### src/rtl/secondary_fault_status_regs_pkg.sv
package secondary_fault_status_regs_pkg;
  // ----------------------------------------
  // register map
  // ----------------------------------------
  localparam int ADDR_W = 8;
  localparam int DATA_W = 8;
  localparam logic [7:0] ADDR_INPUT_CHANNEL_ENABLE = 8'h1A;
  localparam logic [7:0] ADDR_SECONDARY_FAULT_STATUS = 8'h1C;
  localparam logic [7:0] ADDR_SECONDARY_FAULT_ENABLE = 8'h1E;
  localparam logic [7:0] ADDR_LED_MATRIX_CONTROL = 8'h20;
  localparam logic [7:0] RST_INPUT_CHANNEL_ENABLE = 8'hFF;
  localparam logic [7:0] RST_SECONDARY_FAULT_STATUS = 8'h02;
  localparam logic [7:0] RST_SECONDARY_FAULT_ENABLE = 8'h00;
  localparam logic [7:0] RST_LED_MATRIX_CONTROL = 8'h00;
  localparam logic [7:0] READ_ZERO = 8'h00;
  // ----------------------------------------
  // secondary fault bit positions
  // ----------------------------------------
  localparam int BIT_CLOCK_COUNT_ERROR = 5;
  localparam int BIT_THERMAL_SHUTDOWN = 4;
  localparam int BIT_INPUT_REF_OPEN = 3;
  localparam int BIT_INPUT_REF_SHORT = 2;
  localparam int BIT_WIREBREAK_REF_OPEN = 1;
  localparam int BIT_WIREBREAK_REF_SHORT = 0;
  localparam logic [7:0] SECONDARY_FAULT_STATUS_USED_MASK = 8'h3F;
  // ----------------------------------------
  // framing and led scan
  // ----------------------------------------
  localparam int BITS_PER_BYTE = 8;
  localparam int CLK_FREQ_HZ = 40_000_000;
  localparam int LED_ROW_TIME_US = 100;
  localparam int LED_ROW_CYCLES = CLK_FREQ_HZ / 1_000_000 * LED_ROW_TIME_US;
  localparam int LED_ROWS = 3;
  localparam int LED_COLS = 3;
  localparam int GPO_W = 6;
endpackage

### src/rtl/input_enable_secondary_fault_status_led_regs.sv
`timescale 1ns/1ps
// Notes on behaviour
// - disabled channel: no current, data bit zero
// - channel one is bit zero, ascending
// - bad clock count rejects command, sets flag
// - thermal shutdown flags, kills inputs and leds; gpo mode pins stay driven
// - input reference open or thermal flags bit3
// - input reference short flags, disables channels
// - wirebreak reference open, thermal, none enabled
// - wirebreak reference short flags, no action
// - flags latch until status register read
// - summary needs matching enable bit set
// - led bits row-major, row0col0 to row2col1
// - rows scanned, one third duty each
// - summary read-clear only when nothing enabled set
// - all wirebreak enables low sets open flag
// - led register drives pins only in led mode
module input_enable_secondary_fault_status_led_regs
  import secondary_fault_status_regs_pkg::*;
#(
  parameter int CHANNELS = 8,
  parameter int ROW_CYCLES = LED_ROW_CYCLES
)
(
  input wire logic i_clk, // device clock, 40 MHz
  input wire logic i_rst, // sync reset, active high
  input wire logic i_sclk_pulse, // one pulse per serial clock
  input wire logic i_frame_end, // frame ends, command taken now
  input wire logic i_cmd_wr, // command is a write
  input wire logic i_cmd_rd, // command is a read
  input wire logic [ADDR_W-1:0] i_cmd_addr, // register address
  input wire logic [DATA_W-1:0] i_cmd_wdata, // write data
  input wire logic i_primary_rd, // primary fault register read pulse
  input wire logic [CHANNELS-1:0] i_field_data, // filtered field inputs
  input wire logic [CHANNELS-1:0] i_wbe, // wirebreak_detect_enable per channel
  input wire logic i_thermal_shdn, // overtemperature shutdown level
  input wire logic i_in_ref_open, // input_reference_pin open
  input wire logic i_in_ref_short, // input_reference_pin shorted
  input wire logic i_wb_ref_open, // wirebreak_reference_pin open
  input wire logic i_wb_ref_short, // wirebreak_reference_pin shorted
  input wire logic i_supply_ok, // field supply above supply_missing_threshold
  input wire logic i_gpo_dir, // 1: matrix pins are general outputs
  input wire logic [GPO_W-1:0] i_gpo_bits, // general output levels rows 2..0, cols 2..0
  output logic [DATA_W-1:0] o_rdata, // read data
  output logic o_rdata_valid, // read data pulse
  output logic [CHANNELS-1:0] o_current_en, // input current source on
  output logic [CHANNELS-1:0] o_input_data, // input data bits
  output logic o_secondary_fault_status_summary, // summary bit of primary fault register
  output logic [LED_ROWS-1:0] o_led_row, // row drivers, high = on
  output logic [LED_COLS-1:0] o_led_col // column drivers, high = on
);
  // ----------------------------------------
  // registers
  // ----------------------------------------
  logic [DATA_W-1:0] input_channel_enable_q;
  logic [DATA_W-1:0] secondary_fault_status_q;
  logic [DATA_W-1:0] secondary_fault_status_d;
  logic [DATA_W-1:0] secondary_fault_enable_q;
  logic [DATA_W-1:0] led_matrix_control_q;
  logic [DATA_W-1:0] fault_set;
  logic [DATA_W-1:0] fault_clr;
  logic frame_bad;
  logic cmd_ok;
  logic wr_ok;
  logic rd_ok;
  logic [1:0] scan_row;
  logic [LED_ROWS*LED_COLS-1:0] led_map;
  logic [CHANNELS-1:0] chan_on;

  function automatic logic masked_any(input logic [DATA_W-1:0] st,
                                      input logic [DATA_W-1:0] en);
    masked_any = |(st & en & SECONDARY_FAULT_STATUS_USED_MASK);
  endfunction

  frame_bit_check u_frame_bit_check (
    .i_clk(i_clk),
    .i_rst(i_rst),
    .i_sclk_pulse(i_sclk_pulse),
    .i_frame_end(i_frame_end),
    .o_frame_bad(frame_bad)
  );

  led_row_scan #(
    .ROW_CYCLES(ROW_CYCLES)
  ) u_led_row_scan (
    .i_clk(i_clk),
    .i_rst(i_rst),
    .o_row(scan_row)
  );

  assign cmd_ok = i_frame_end && !frame_bad;
  assign wr_ok = cmd_ok && i_cmd_wr;
  assign rd_ok = cmd_ok && i_cmd_rd;

  // ----------------------------------------
  // writable registers
  // ----------------------------------------
  always_ff @(posedge i_clk) begin
    if (i_rst) begin
      input_channel_enable_q <= RST_INPUT_CHANNEL_ENABLE;
    end else if (wr_ok && i_cmd_addr == ADDR_INPUT_CHANNEL_ENABLE) begin
      input_channel_enable_q <= i_cmd_wdata;
    end
  end

  always_ff @(posedge i_clk) begin
    if (i_rst) begin
      secondary_fault_enable_q <= RST_SECONDARY_FAULT_ENABLE;
    end else if (wr_ok && i_cmd_addr == ADDR_SECONDARY_FAULT_ENABLE) begin
      secondary_fault_enable_q <= i_cmd_wdata & SECONDARY_FAULT_STATUS_USED_MASK;
    end
  end

  always_ff @(posedge i_clk) begin
    if (i_rst) begin
      led_matrix_control_q <= RST_LED_MATRIX_CONTROL;
    end else if (wr_ok && i_cmd_addr == ADDR_LED_MATRIX_CONTROL) begin
      led_matrix_control_q <= i_cmd_wdata;
    end
  end

  // ----------------------------------------
  // secondary fault flags
  // ----------------------------------------
  always_comb begin
    fault_set = '0;
    fault_set[BIT_CLOCK_COUNT_ERROR] = frame_bad;
    fault_set[BIT_THERMAL_SHUTDOWN] = i_thermal_shdn;
    fault_set[BIT_INPUT_REF_OPEN] = i_in_ref_open || i_thermal_shdn;
    fault_set[BIT_INPUT_REF_SHORT] = i_in_ref_short;
    fault_set[BIT_WIREBREAK_REF_OPEN] = i_wb_ref_open || i_thermal_shdn || !(|i_wbe);
    fault_set[BIT_WIREBREAK_REF_SHORT] = i_wb_ref_short;
  end

  // a read returns the old value; a fault still present at the read stays set
  assign fault_clr = (rd_ok && i_cmd_addr == ADDR_SECONDARY_FAULT_STATUS) ? 8'hFF : 8'h00;

  // latch, clear on read, set wins
  assign secondary_fault_status_d =
    ((secondary_fault_status_q & ~fault_clr) | fault_set) & SECONDARY_FAULT_STATUS_USED_MASK;

  always_ff @(posedge i_clk) begin
    if (i_rst) begin
      secondary_fault_status_q <= RST_SECONDARY_FAULT_STATUS;
    end else begin
      secondary_fault_status_q <= secondary_fault_status_d;
    end
  end

  // summary sticks until read with nothing enabled set
  always_ff @(posedge i_clk) begin
    if (i_rst) begin
      o_secondary_fault_status_summary <= 1'b0;
    end else if (masked_any(secondary_fault_status_q, secondary_fault_enable_q)) begin
      o_secondary_fault_status_summary <= 1'b1;
    end else if (i_primary_rd) begin
      o_secondary_fault_status_summary <= 1'b0;
    end
  end

  // ----------------------------------------
  // read port
  // ----------------------------------------
  // reserved bits read zero through the used mask
  always_ff @(posedge i_clk) begin
    if (i_rst) begin
      o_rdata <= READ_ZERO;
      o_rdata_valid <= 1'b0;
    end else begin
      o_rdata_valid <= rd_ok;
      if (rd_ok) begin
        unique case (i_cmd_addr)
          ADDR_INPUT_CHANNEL_ENABLE: o_rdata <= input_channel_enable_q;
          ADDR_SECONDARY_FAULT_STATUS: o_rdata <= secondary_fault_status_q;
          ADDR_SECONDARY_FAULT_ENABLE: o_rdata <= secondary_fault_enable_q;
          ADDR_LED_MATRIX_CONTROL: o_rdata <= led_matrix_control_q;
          default: o_rdata <= READ_ZERO;
        endcase
      end
    end
  end

  // ----------------------------------------
  // input channels
  // ----------------------------------------
  // bit i gates channel i+1
  assign chan_on = input_channel_enable_q[CHANNELS-1:0]
                   & {CHANNELS{!i_in_ref_short && !i_thermal_shdn}};

  always_ff @(posedge i_clk) begin
    if (i_rst) begin
      o_current_en <= '0;
      o_input_data <= '0;
    end else begin
      o_current_en <= chan_on;
      o_input_data <= i_field_data & chan_on;
    end
  end

  // ----------------------------------------
  // led matrix
  // ----------------------------------------
  // bit index is row*3+col, last spot is supply status
  assign led_map = {i_supply_ok, led_matrix_control_q};

  always_ff @(posedge i_clk) begin
    if (i_rst) begin
      o_led_row <= '0;
      o_led_col <= '0;
    end else if (i_gpo_dir) begin
      // general output mode; limitation: thermal does not gate these
      o_led_row <= i_gpo_bits[GPO_W-1:LED_COLS];
      o_led_col <= i_gpo_bits[LED_COLS-1:0];
    end else if (i_thermal_shdn) begin
      o_led_row <= '0;
      o_led_col <= '0;
    end else begin
      // one row lit at a time
      o_led_row <= LED_ROWS'(1) << scan_row;
      for (int c = 0; c < LED_COLS; c++) begin
        o_led_col[c] <= led_map[int'(scan_row) * LED_COLS + c];
      end
    end
  end
endmodule

### src/rtl/frame_bit_check.sv
`timescale 1ns/1ps
module frame_bit_check
  import secondary_fault_status_regs_pkg::*;
(
  input wire logic i_clk, // device clock
  input wire logic i_rst, // sync reset, active high
  input wire logic i_sclk_pulse, // one pulse per serial clock edge
  input wire logic i_frame_end, // frame ends this cycle
  output logic o_frame_bad // count not a multiple of eight, valid with i_frame_end
);
  localparam int CNT_W = $clog2(BITS_PER_BYTE);
  logic [CNT_W-1:0] count_q;
  logic [CNT_W-1:0] count_d;

  // modulo-eight count wraps naturally; only the remainder matters
  always_comb begin
    count_d = count_q + CNT_W'(i_sclk_pulse);
  end

  always_ff @(posedge i_clk) begin
    if (i_rst || i_frame_end) begin
      count_q <= '0;
    end else begin
      count_q <= count_d;
    end
  end

  assign o_frame_bad = i_frame_end && (count_d != '0);
endmodule

### src/rtl/led_row_scan.sv
`timescale 1ns/1ps
module led_row_scan
  import secondary_fault_status_regs_pkg::*;
#(
  parameter int ROW_CYCLES = LED_ROW_CYCLES
)
(
  input wire logic i_clk, // device clock
  input wire logic i_rst, // sync reset, active high
  output logic [1:0] o_row // row now being driven
);
  localparam int DIV_W = $clog2(ROW_CYCLES + 1);
  localparam logic [DIV_W-1:0] DIV_LAST = DIV_W'(ROW_CYCLES - 1);
  localparam logic [1:0] ROW_LAST = 2'(LED_ROWS - 1);
  logic [DIV_W-1:0] div_q;
  logic step;

  assign step = (div_q == DIV_LAST);

  always_ff @(posedge i_clk) begin
    if (i_rst || step) begin
      div_q <= '0;
    end else begin
      div_q <= div_q + DIV_W'(1);
    end
  end

  always_ff @(posedge i_clk) begin
    if (i_rst) begin
      o_row <= 2'h0;
    end else if (step) begin
      o_row <= (o_row == ROW_LAST) ? 2'h0 : o_row + 2'h1;
    end
  end
endmodule

### config.mk
export PLATFORM = sky130hd
export DESIGN_NAME = input_enable_secondary_fault_status_led_regs
export DESIGN_NICKNAME = d
export VERILOG_FILES = /design/src/rtl/secondary_fault_status_regs_pkg.sv /design/src/rtl/input_enable_secondary_fault_status_led_regs.sv /design/src/rtl/frame_bit_check.sv /design/src/rtl/led_row_scan.sv
export SDC_FILE = /design/constraint.sdc
export NUM_CORES = 1
export LEC_CHECK = 0
export ABC_AREA = 0
export BUFFER_PORTS_ARGS = -buffer_cell sky130_fd_sc_hd__buf_4
export CAP_MARGIN = 25
export CORE_ASPECT_RATIO = 0.5
export CORE_UTILIZATION = 45
export DETAILED_ROUTE_END_ITERATION = 10
export HOLD_SLACK_MARGIN = 0.08
export PLACE_DENSITY = 0.72
export REMOVE_ABC_BUFFERS = 1
export SYNTH_ARGS = -nofsm -noshare
export SYNTH_HDL_FRONTEND = slang
export SYNTH_HIERARCHICAL = 1
export SYNTH_SLANG_ARGS = --single-unit
export TNS_END_PERCENT = 100
### constraint.sdc
create_clock -name i_clk -period 2.55 [get_ports i_clk]
set_clock_uncertainty 0.05 [all_clocks]
set_input_delay 0.1275 -clock i_clk [delete_from_list [all_inputs] [get_ports i_clk]]
set_output_delay 0.1275 -clock i_clk [all_outputs]
set_load 0.1 [all_outputs]
Word level (Yosys, flattened, before mapping)
Index checks and enable logic that the tools add are counted.

cells by class
  add/sub/neg operators = 5
  multipliers = 1
  magnitude comparators = 3
  equality and inequality tests = 6
  shifts and indexed selects = 1
  mux-type cells = 18
  bitwise logic cells = 6
  reduce and logical (&&, ||, !) cells = 22

operators by type and width
  kind                                                                            count
  32-bit by 6-bit less-than comparator with 1-bit output (second input constant)  2
  32-bit by 2-bit adder with 32-bit output (second input constant)                1
  8-bit one-hot mux with 4 select lines                                           1
  8-bit by 5-bit == test with 1-bit output (second input constant)                3
  8-bit bitwise AND                                                               2
  12-bit by 1-bit adder with 12-bit output (second input constant)                1
  6-bit bitwise AND                                                               2
  1-bit binary-select mux with 4-bit select                                       3
  12-bit == test (second input constant)                                          1
  3-bit two-way mux                                                               4
  1-bit logical AND                                                               9
  8-bit by 6-bit == test with 1-bit output (second input constant)                1
  1-bit two-way mux                                                               8
  8-bit OR reduction                                                              1
  6-bit two-way mux                                                               1
  6-bit NOT                                                                       1
  6-bit bitwise OR                                                                1
  6-bit OR reduction                                                              1
  4-bit by 2-bit adder with 5-bit output (second input constant)                  1
  1-bit logical OR                                                                5
  5-bit less-than comparator (second input constant)                              1
  1-bit zero test                                                                 4
  2-bit by 2-bit multiplier with 4-bit output (second input constant)             1
  3-bit by 1-bit adder with 3-bit output                                          1
  other kinds (6)                                                                 6

word-level totals
  register bits after elaboration = 77
  input port bits = 52
  output and inout port bits = 32
  logic and storage cells = 76

Depth between registers and ports, before layout
Gate-level depths: netlist (run 1).

  depth after elaboration = 11
  depth in mapped cells = 9
  depth with buffers taken out = 8

Modules after synthesis
The synthesis (run 1) kept the hierarchy.

by module, submodules not included
  module                                        times used  cells each  area each (sq um)  sequential area each (sq um)
  input_enable_secondary_fault_status_led_regs  1           257         2581.2             1201.2
  led_row_scan                                  1           74          649.4              280.3
  frame_bit_check                               1           10          130.1              60.1

Worst setup path after synthesis (run 1)
OpenSTA, ideal clock, no wires.

  path kind = register -> register
  start = register u_frame_bit_check.count_q[0]
  end = register led_matrix_control_q[7]
  library setup time = 0.128 ns
  data arrival time = 2.263 ns
  required time = 2.372 ns
  setup slack = 0.109 ns
  stages on the path, launching flop included = 9
  path buffers = 0
  period minus slack after synthesis = 2.441 ns
  cell sequence = dfxtp_1 > ha_1 > ha_1 > xor2_1 > o31a_1 > nand3b_1 > nor4_4 > mux2i_1 > nor2_1

on the way
  longest elaborated chain between the ends = 7

RTL lines
  element                                 line                                                 text
  start: declaration                      frame_bit_check.sv:12                                logic [CNT_W-1:0] count_q;
  start signal: assignment                frame_bit_check.sv:24                                count_q <= count_d;
  3-bit by 1-bit adder with 3-bit output  frame_bit_check.sv:17                                count_d = count_q + CNT_W'(i_sclk_pulse);
  3-bit nonzero test                      frame_bit_check.sv:28                                assign o_frame_bad = i_frame_end && (count_d != '0);
  1-bit logical AND                       frame_bit_check.sv:28
  net frame_bad                           input_enable_secondary_fault_status_led_regs.sv:62   logic frame_bad;
  1-bit zero test                         input_enable_secondary_fault_status_led_regs.sv:91   assign cmd_ok = i_frame_end && !frame_bad;
  1-bit logical AND                       input_enable_secondary_fault_status_led_regs.sv:91
  1-bit logical AND                       input_enable_secondary_fault_status_led_regs.sv:92   assign wr_ok = cmd_ok && i_cmd_wr;
  1-bit logical AND                       input_enable_secondary_fault_status_led_regs.sv:117  end else if (wr_ok && i_cmd_addr == ADDR_LED_MATRIX_CONTROL) begin
  end signal: assignment                  input_enable_secondary_fault_status_led_regs.sv:118  led_matrix_control_q <= i_cmd_wdata;
  end: declaration                        input_enable_secondary_fault_status_led_regs.sv:59   logic [DATA_W-1:0] led_matrix_control_q;

The timed path passes the listed nets, and every way through them passes these cells.
A chain may end at the register's enable or synchronous reset.

Worst setup path in the final report (run 1)
Ends and elaborated chain as after synthesis.

==> results.toml, run 1 <==
[critical_path]
crit_path_cell_trace = "ha_1 -> ha_1 -> xor2_1 -> o31a_1 -> nand3b_1 -> buf_4 -> nor4_4 -> buf_4 -> mux2i_1 -> nor2_1"
rrSetupSlack_ns = 0.12
crit_fanout = 8
critical_path_class = "reg2reg"
r2r_cells = 10
r2r-start = "u_frame_bit_check/count_q[0]"
start_kind = "flop"
cp.arrival_ns = 2.60
end_kind = "flop"
slowest_delay_ns = 0.30
required_ns = 2.72
cp_slowest_cell = "dfxtp_1"
reg2reg_to = "led_matrix_control_q[7]"

[power_and_ir_drop]
power_density_nw_per_um2 = 614
p_leak_nw = 1.90
peakVddDrop_mv = 0.320
totalPowerFinal_mw = 2.90

[route]
wl_met3_um = 438
drt-initial-drc-count = 238
wl_met2_um = 4310
via_per_inst = 5.48
drt-total-wl_um = 8860
vias = 3058
drcViolationCount = 0
post_drt_wl_per_cell_um = 15.9
route.top_layer_used = "met4"
m1WireLength_um = 3920
firstDrtPassIters = 4
antenna_left = 0

[global_route]
grt_usage_pct = 23.7
grt_max_degree = 38
grt_pass1_vias = 2951
grt_pass1_wl_um = 14300
grt_remaining_overflow = 0
antenna_found_initial = 0

[synthesis]
synth_seq_cells = 77
avgSynthCellArea_um2 = 9.86
synth-async-reset-ratio_pct = 0
synth_ff_type = "dfxtp_1"
synth_seq_area_share_pct = 45.9
synth-edff-count = 0
synth_cell_types = 54
syn_area_um2 = 3360
yosysWarnings = 6
synthCells = 341

[floorplanning]
die_h_um = 63.1
io_pins = 84
core_um2 = 6940
dieArea_um2 = 7840
fp-row-count = 21
die_width_um = 124
initial_core_util_pct = 48.4

[timing]
fmax_mhz = 411
slew_headroom_pct = 63.0
hold_violations = 0
max_slew.worst_pin.slew_ns = 0.552
drv_slew = 0
setup_viol = 0
fin_crit_sh_pct = 95.3
fin_crit_ns = 2.43

[place]
dp.cells = 507
place_congestion = 0.877
hpwl_um = 5940
io_buffers = 83

[clocking]
cts.htree.levels = 3
clk_latency_ns = 0.34
root_buffer = "clkbuf_16"
cts_sinks = 77
clk_pin_slew_ns = 0.06
cts_tree = "yes"
cts_max_path_buffers = 2
cts_inserted_buffers = 9

[hold_path]
hp-class = "in2reg"
hp-start = "i_gpo_dir"
min_to = "o_led_row[2]"
whs_path_depth = 3

[final_layout]
regArea_um2 = 1540
nFillCells = 543
syn_to_final_growth_pct = 40.6
final_nets = 521
n_antenna_cell = 0
fin_cells = 558
multi_input_area_um2 = 1730
drive_gt1_share_pct = 28.5

[flow_run]
max_cap_violations = 0

[status]
status = "finished, final reports clean"
## worst max-delay path by stage
stage | from | depth (start not counted) | endpoint | slack, ns
after floorplan | u_frame_bit_check/count_q[0] | 8 | led_matrix_control_q[0] | 0.12
after global placement | u_frame_bit_check/count_q[0] | 8 | secondary_fault_status_q[3] | 0.16
after global routing | u_frame_bit_check/count_q[0] | 10 | led_matrix_control_q[2] | -0.0005
after CTS | u_frame_bit_check/count_q[0] | 9 | led_matrix_control_q[7] | 0.03
final | u_frame_bit_check/count_q[0] | 10 | led_matrix_control_q[7] | 0.12
after detailed placement | u_frame_bit_check/count_q[0] | 8 | secondary_fault_status_q[3] | 0.06
## cell usage after synthesis (5+ instances only)
master	instances	area (um^2)
and2_1	8	50.1
buf_2	5	25.0
nand4_1	5	31.3
and3_1	9	56.3
nor3_1	14	70.1
mux2_2	7	78.8
ha_1	8	100
mux4_2	5	113
nor2_1	43	161
nand3_1	5	25.0
mux2i_1	15	150
a22o_1	6	52.6
inv_1	7	26.3
nor3b_1	6	45.0
a22oi_1	10	75.1
a21oi_1	24	120
dfxtp_1	77	1540
o21ai_0	9	45.0
nand2_1	12	45.0
clkbuf_1	7	26.3
## cell type report
| class | count | share of cell area, % |
|---|---|---|
| inverter | 7 | 0.556 |
| clock buffer | 11 | 5.14 |
| timing repair buffer | 124 | 21.4 |
| tap | 92 | 2.44 |
| multi-input combinational | 242 | 36.5 |
| sequential | 77 | 32.6 |
| clock inverter | 5 | 1.27 |
## metal layers
layer,global-route usage [%],vias up
met1,27.7,1456
met2,40.3,80
met5,0,-
met3,7.90,21
met4,9.64,0
li1,-,1501
## critical path, delay by kind of cell (launching register included)
kind / cells / cell delay [ns]
buffers and inverters: 2 / 0.40
DFF: 1 / 0.30
and+or+nand+nor: 3 / 0.49
AOI/OAI and AO/OA: 1 / 0.28
adders and majority gates: 2 / 0.38
xor gates and xnor gates: 1 / 0.17
muxes: 1 / 0.23
## state kept, by name (all words and copies together) (netlist names)
register                          count
input_channel_enable_q                8
led_matrix_control_q                  8
o_current_en                          8
o_input_data                          8
o_led_col                             3
o_led_row                             3
o_rdata                               8
o_rdata_valid                         1
o_secondary_fault_status_summary      1
secondary_fault_enable_q              6
secondary_fault_status_q              6
u_frame_bit_check/count_q             3
u_led_row_scan/div_q                 12
u_led_row_scan/o_row                  2
## cells by family after synthesis
family | count (synthesis) | synth area share [%]
DFF | 77 | 45.9
xor gates and xnor gates | 5 | 1.30
AOI/OAI and AO/OA | 69 | 13.5
and+or+nand+nor | 133 | 23.3
buffers and inverters | 22 | 2.87
muxes | 27 | 10.2
adders and majority gates | 8 | 2.98
## layout by cell type, fill, tap and decap left out, drive strengths merged, types with 8 or more instances in the layout
| master | n |
|---|---|
| a21oi | 24 |
| a22oi | 10 |
| and2 | 8 |
| and3 | 9 |
| buf | 90 |
| clkbuf | 11 |
| dfxtp | 77 |
| dlygate4sd3 | 34 |
| ha | 8 |
| mux2i | 15 |
| nand2 | 12 |
| nor2 | 43 |
| nor3 | 14 |
| o21ai | 11 |
## timing repair
| item | CTS | global route |
|---|---|---|
| setup endpoints to repair | 0 | 16 |
| buffers inserted | 0 | 1 |
| hold buffers | 34 | 0 |
| hold endpoints to repair | 47 | 0 |
| resized for setup | 0 | 1 |
## power by group
| part | internal [mW] | switching, mW |
|---|---|---|
| sequential | 1.23 | 0.0161 |
| clock | 0.786 | 0.503 |
| combinational | 0.148 | 0.219 |
## per-stage QoR
step	hold slack, ns	worst slack, ns	area, um^2	TNS, ns	util (%)
detailed placement	0.297	0.0596	4070	0	58.7
global placement	0.296	0.161	4070	0	58.6
finish	0.123	0.119	4730	0	68.1
floorplan	0.146	0.123	3290	0	-
global route	0.141	-0.000534	4730	-0.000534	68.1
CTS	0.0881	0.0347	4710	0	68.0
(Power assumes the default switching activity.)
==> inputs of run 2 (changes only) <==
--- a/config.mk
+++ b/config.mk
@@ -12,7 +12,7 @@
 export CORE_UTILIZATION = 45
 export DETAILED_ROUTE_END_ITERATION = 10
 export HOLD_SLACK_MARGIN = 0.08
-export PLACE_DENSITY = 0.72
+export PLACE_DENSITY = 0.74
 export REMOVE_ABC_BUFFERS = 1
 export SYNTH_ARGS = -nofsm -noshare
 export SYNTH_HDL_FRONTEND = slang
==> run 2 against run 1 <==
  * Via count fell by 0.33%
  * Core utilization shrank 0.090 points
  * Global-route usage down 0.89 points
  * Sequential power about the same
  * Critical path depth decreased by 2
  * Final cell count shrank 0.54%
==> results.toml, run 2 (synthesis gave the netlist of run 1 again) <==
[status]
status = "finished, final reports clean"

[route]
antenna_left = 0
firstDrtPassIters = 5
drt-total-wl_um = 8630
vias = 3048
drt-initial-drc-count = 367
post_drt_wl_per_cell_um = 15.5
via_per_inst = 5.49
drcViolationCount = 0

[timing]
hold_violations = 0
fmax_mhz = 408
slew_headroom_pct = 61.3
setup_viol = 0
hold_slack_ns = 0.100
fin_crit_ns = 2.45
fin_crit_sh_pct = 96.0
rsz0062_at_grt = "no"
fin_tns_setup_ns = 0
max_slew.worst_pin.slew_ns = 0.581
drv_slew = 0

[power_and_ir_drop]
p_int_mw = 2.22
power_frac_seq_pct = 42.5
peakVddDrop_mv = 0.403
power_density_nw_per_um2 = 621
pwr-share-comb_pct = 12.4
clockPowerShare_pct = 45.1
net-switching-power_mw = 0.709
p_sw_share_pct = 24.2
p_leak_nw = 1.89
totalPowerFinal_mw = 2.93

[critical_path]
cp.arrival_ns = 2.60
critPathLaunch = "u_frame_bit_check/count_q[0]"
cp_slowest_cell = "or4b_4"
cpLargestDelayFamily = "simple AND/OR/NAND/NOR gates"
slowest_delay_ns = 0.59
crit_path_cell_trace = "ha_1 -> ha_1 -> xor2_1 -> o31a_1 -> nand3b_1 -> or4b_4 -> a211oi_2 -> nor2_1"
required_ns = 2.70
worstPathBufferInverterCount = 0
reg2reg_to = "secondary_fault_status_q[3]"
critical_path_class = "reg2reg"
rrSetupSlack_ns = 0.10
cpMostUsedCell = "ha_1"
end_kind = "flop"
start_kind = "flop"
r2r_cells = 8
r2r-start = "u_frame_bit_check/count_q[0]"
crit_fanout = 6

[final_layout]
n_antenna_cell = 0
layout_common_cells = "buf_4 (90), dfxtp_1 (77), nor2_1 (43)"
final_nets = 520
layout_commonest_cell = "buf_4"
nFillCells = 514
drive_gt1_share_pct = 28.3
largest_register = "u_led_row_scan/div_q"
largest_reg_flops = 12
syn_to_final_growth_pct = 40.4

[global_route]
grt_usage_pct = 22.8
grt_pass1_wl_um = 13900
grt_remaining_overflow = 0
antenna_found_initial = 0
grt_pass1_vias = 2873
grt_max_degree = 59

[flow_run]
max_cap_violations = 0

[hold_path]
whs_path_depth = 3
hp-class = "in2reg"
hp-start = "i_gpo_dir"
min_to = "o_led_row[2]"

[clocking]
cts_inserted_buffers = 9
cts_tree = "yes"
clk_pin_slew_ns = 0.06
clk_latency_ns = 0.34
cts.htree.levels = 3
root_buffer = "clkbuf_16"
cts_sinks = 77
cts_max_path_buffers = 2

[place]
place_congestion = 0.882
hpwl_um = 5850
io_buffers = 83

[floorplanning]
die_width_um = 124
io_pins = 84
fp-row-count = 21
die_h_um = 63.1
initial_core_util_pct = 48.4
dieArea_um2 = 7840
core_um2 = 6940
run 2: cell types whose count changed in the layout (fill, tap and decap cells not counted), sizes merged:
cell	delta
clkinvlp	+1
clkinv	-3
bufinv	+1
dlygate4sd3	-1
clkbuf	-1
run 2: worst max path at each step:
stage / end / slack (ns) / cells after the start
after floorplan: led_matrix_control_q[0] / 0.12 / 8
after global placement: secondary_fault_status_q[3] / 0.16 / 8
after detailed placement: secondary_fault_status_q[3] / 0.04 / 8
after CTS: secondary_fault_status_q[3] / 0.03 / 8
after global routing: input_channel_enable_q[5] / 0.008 / 10
final: secondary_fault_status_q[3] / 0.10 / 8
run 2: final cells by class:
type | instances | area (um^2) | share of cell area, %
multi-input combinational | 242 | 1730 | 36.6
sequential | 77 | 1540 | 32.7
timing repair buffer | 123 | 1010 | 21.3
clock buffer | 10 | 229 | 4.85
tap | 92 | 115 | 2.44
clock inverter | 4 | 75.1 | 1.59
inverter | 7 | 26.3 | 0.557
run 2: metal layers:
layer	GRT usage (%)	part of all wire, %	wire length, um
met3	6.03	6.8	590
met5	0	0	0
met1	27.8	43	3680
met2	38.4	49	4230
met4	9.49	1.4	124
run 2: metrics by stage:
stage               setup slack [ns]  std cells  cell area [um^2]  util, %
finish                         0.101        555              4720     68.0
global route                 0.00843        555              4720     68.0
CTS                           0.0257        554              4710     67.9
detailed placement            0.0420        507              4070     58.7
global placement               0.161        507              4070     58.7
floorplan                      0.123        326              3290        -
run 2: what timing repair did:
action | 4_1_cts | 5_1_grt
hold buffers | 33 | 0
setup buffers | 0 | 1
endpoints found under the hold margin | 44 | 0
resized for setup | 0 | 1
endpoints found under the setup margin | 0 | 23
run 2: power groups by stage:
stage                     Clock (mW)  Combinational [mW]  Sequential [mW]
after floorplan                    0              0.0744             1.38
after global placement             0               0.311             1.27
after detailed placement           0               0.316             1.27
after CTS                       1.34               0.358             1.25
after global routing            1.40               0.383             1.25
final                           1.32               0.363             1.25
run 2: worst reg2reg max path: stages, from the launching register on:
cell and delay (ns):
dfxtp_1 0.30, ha_1 0.17, ha_1 0.18, xor2_1 0.17, o31a_1 0.28, nand3b_1 0.26, or4b_4 0.59, a211oi_2 0.24
nor2_1 0.07
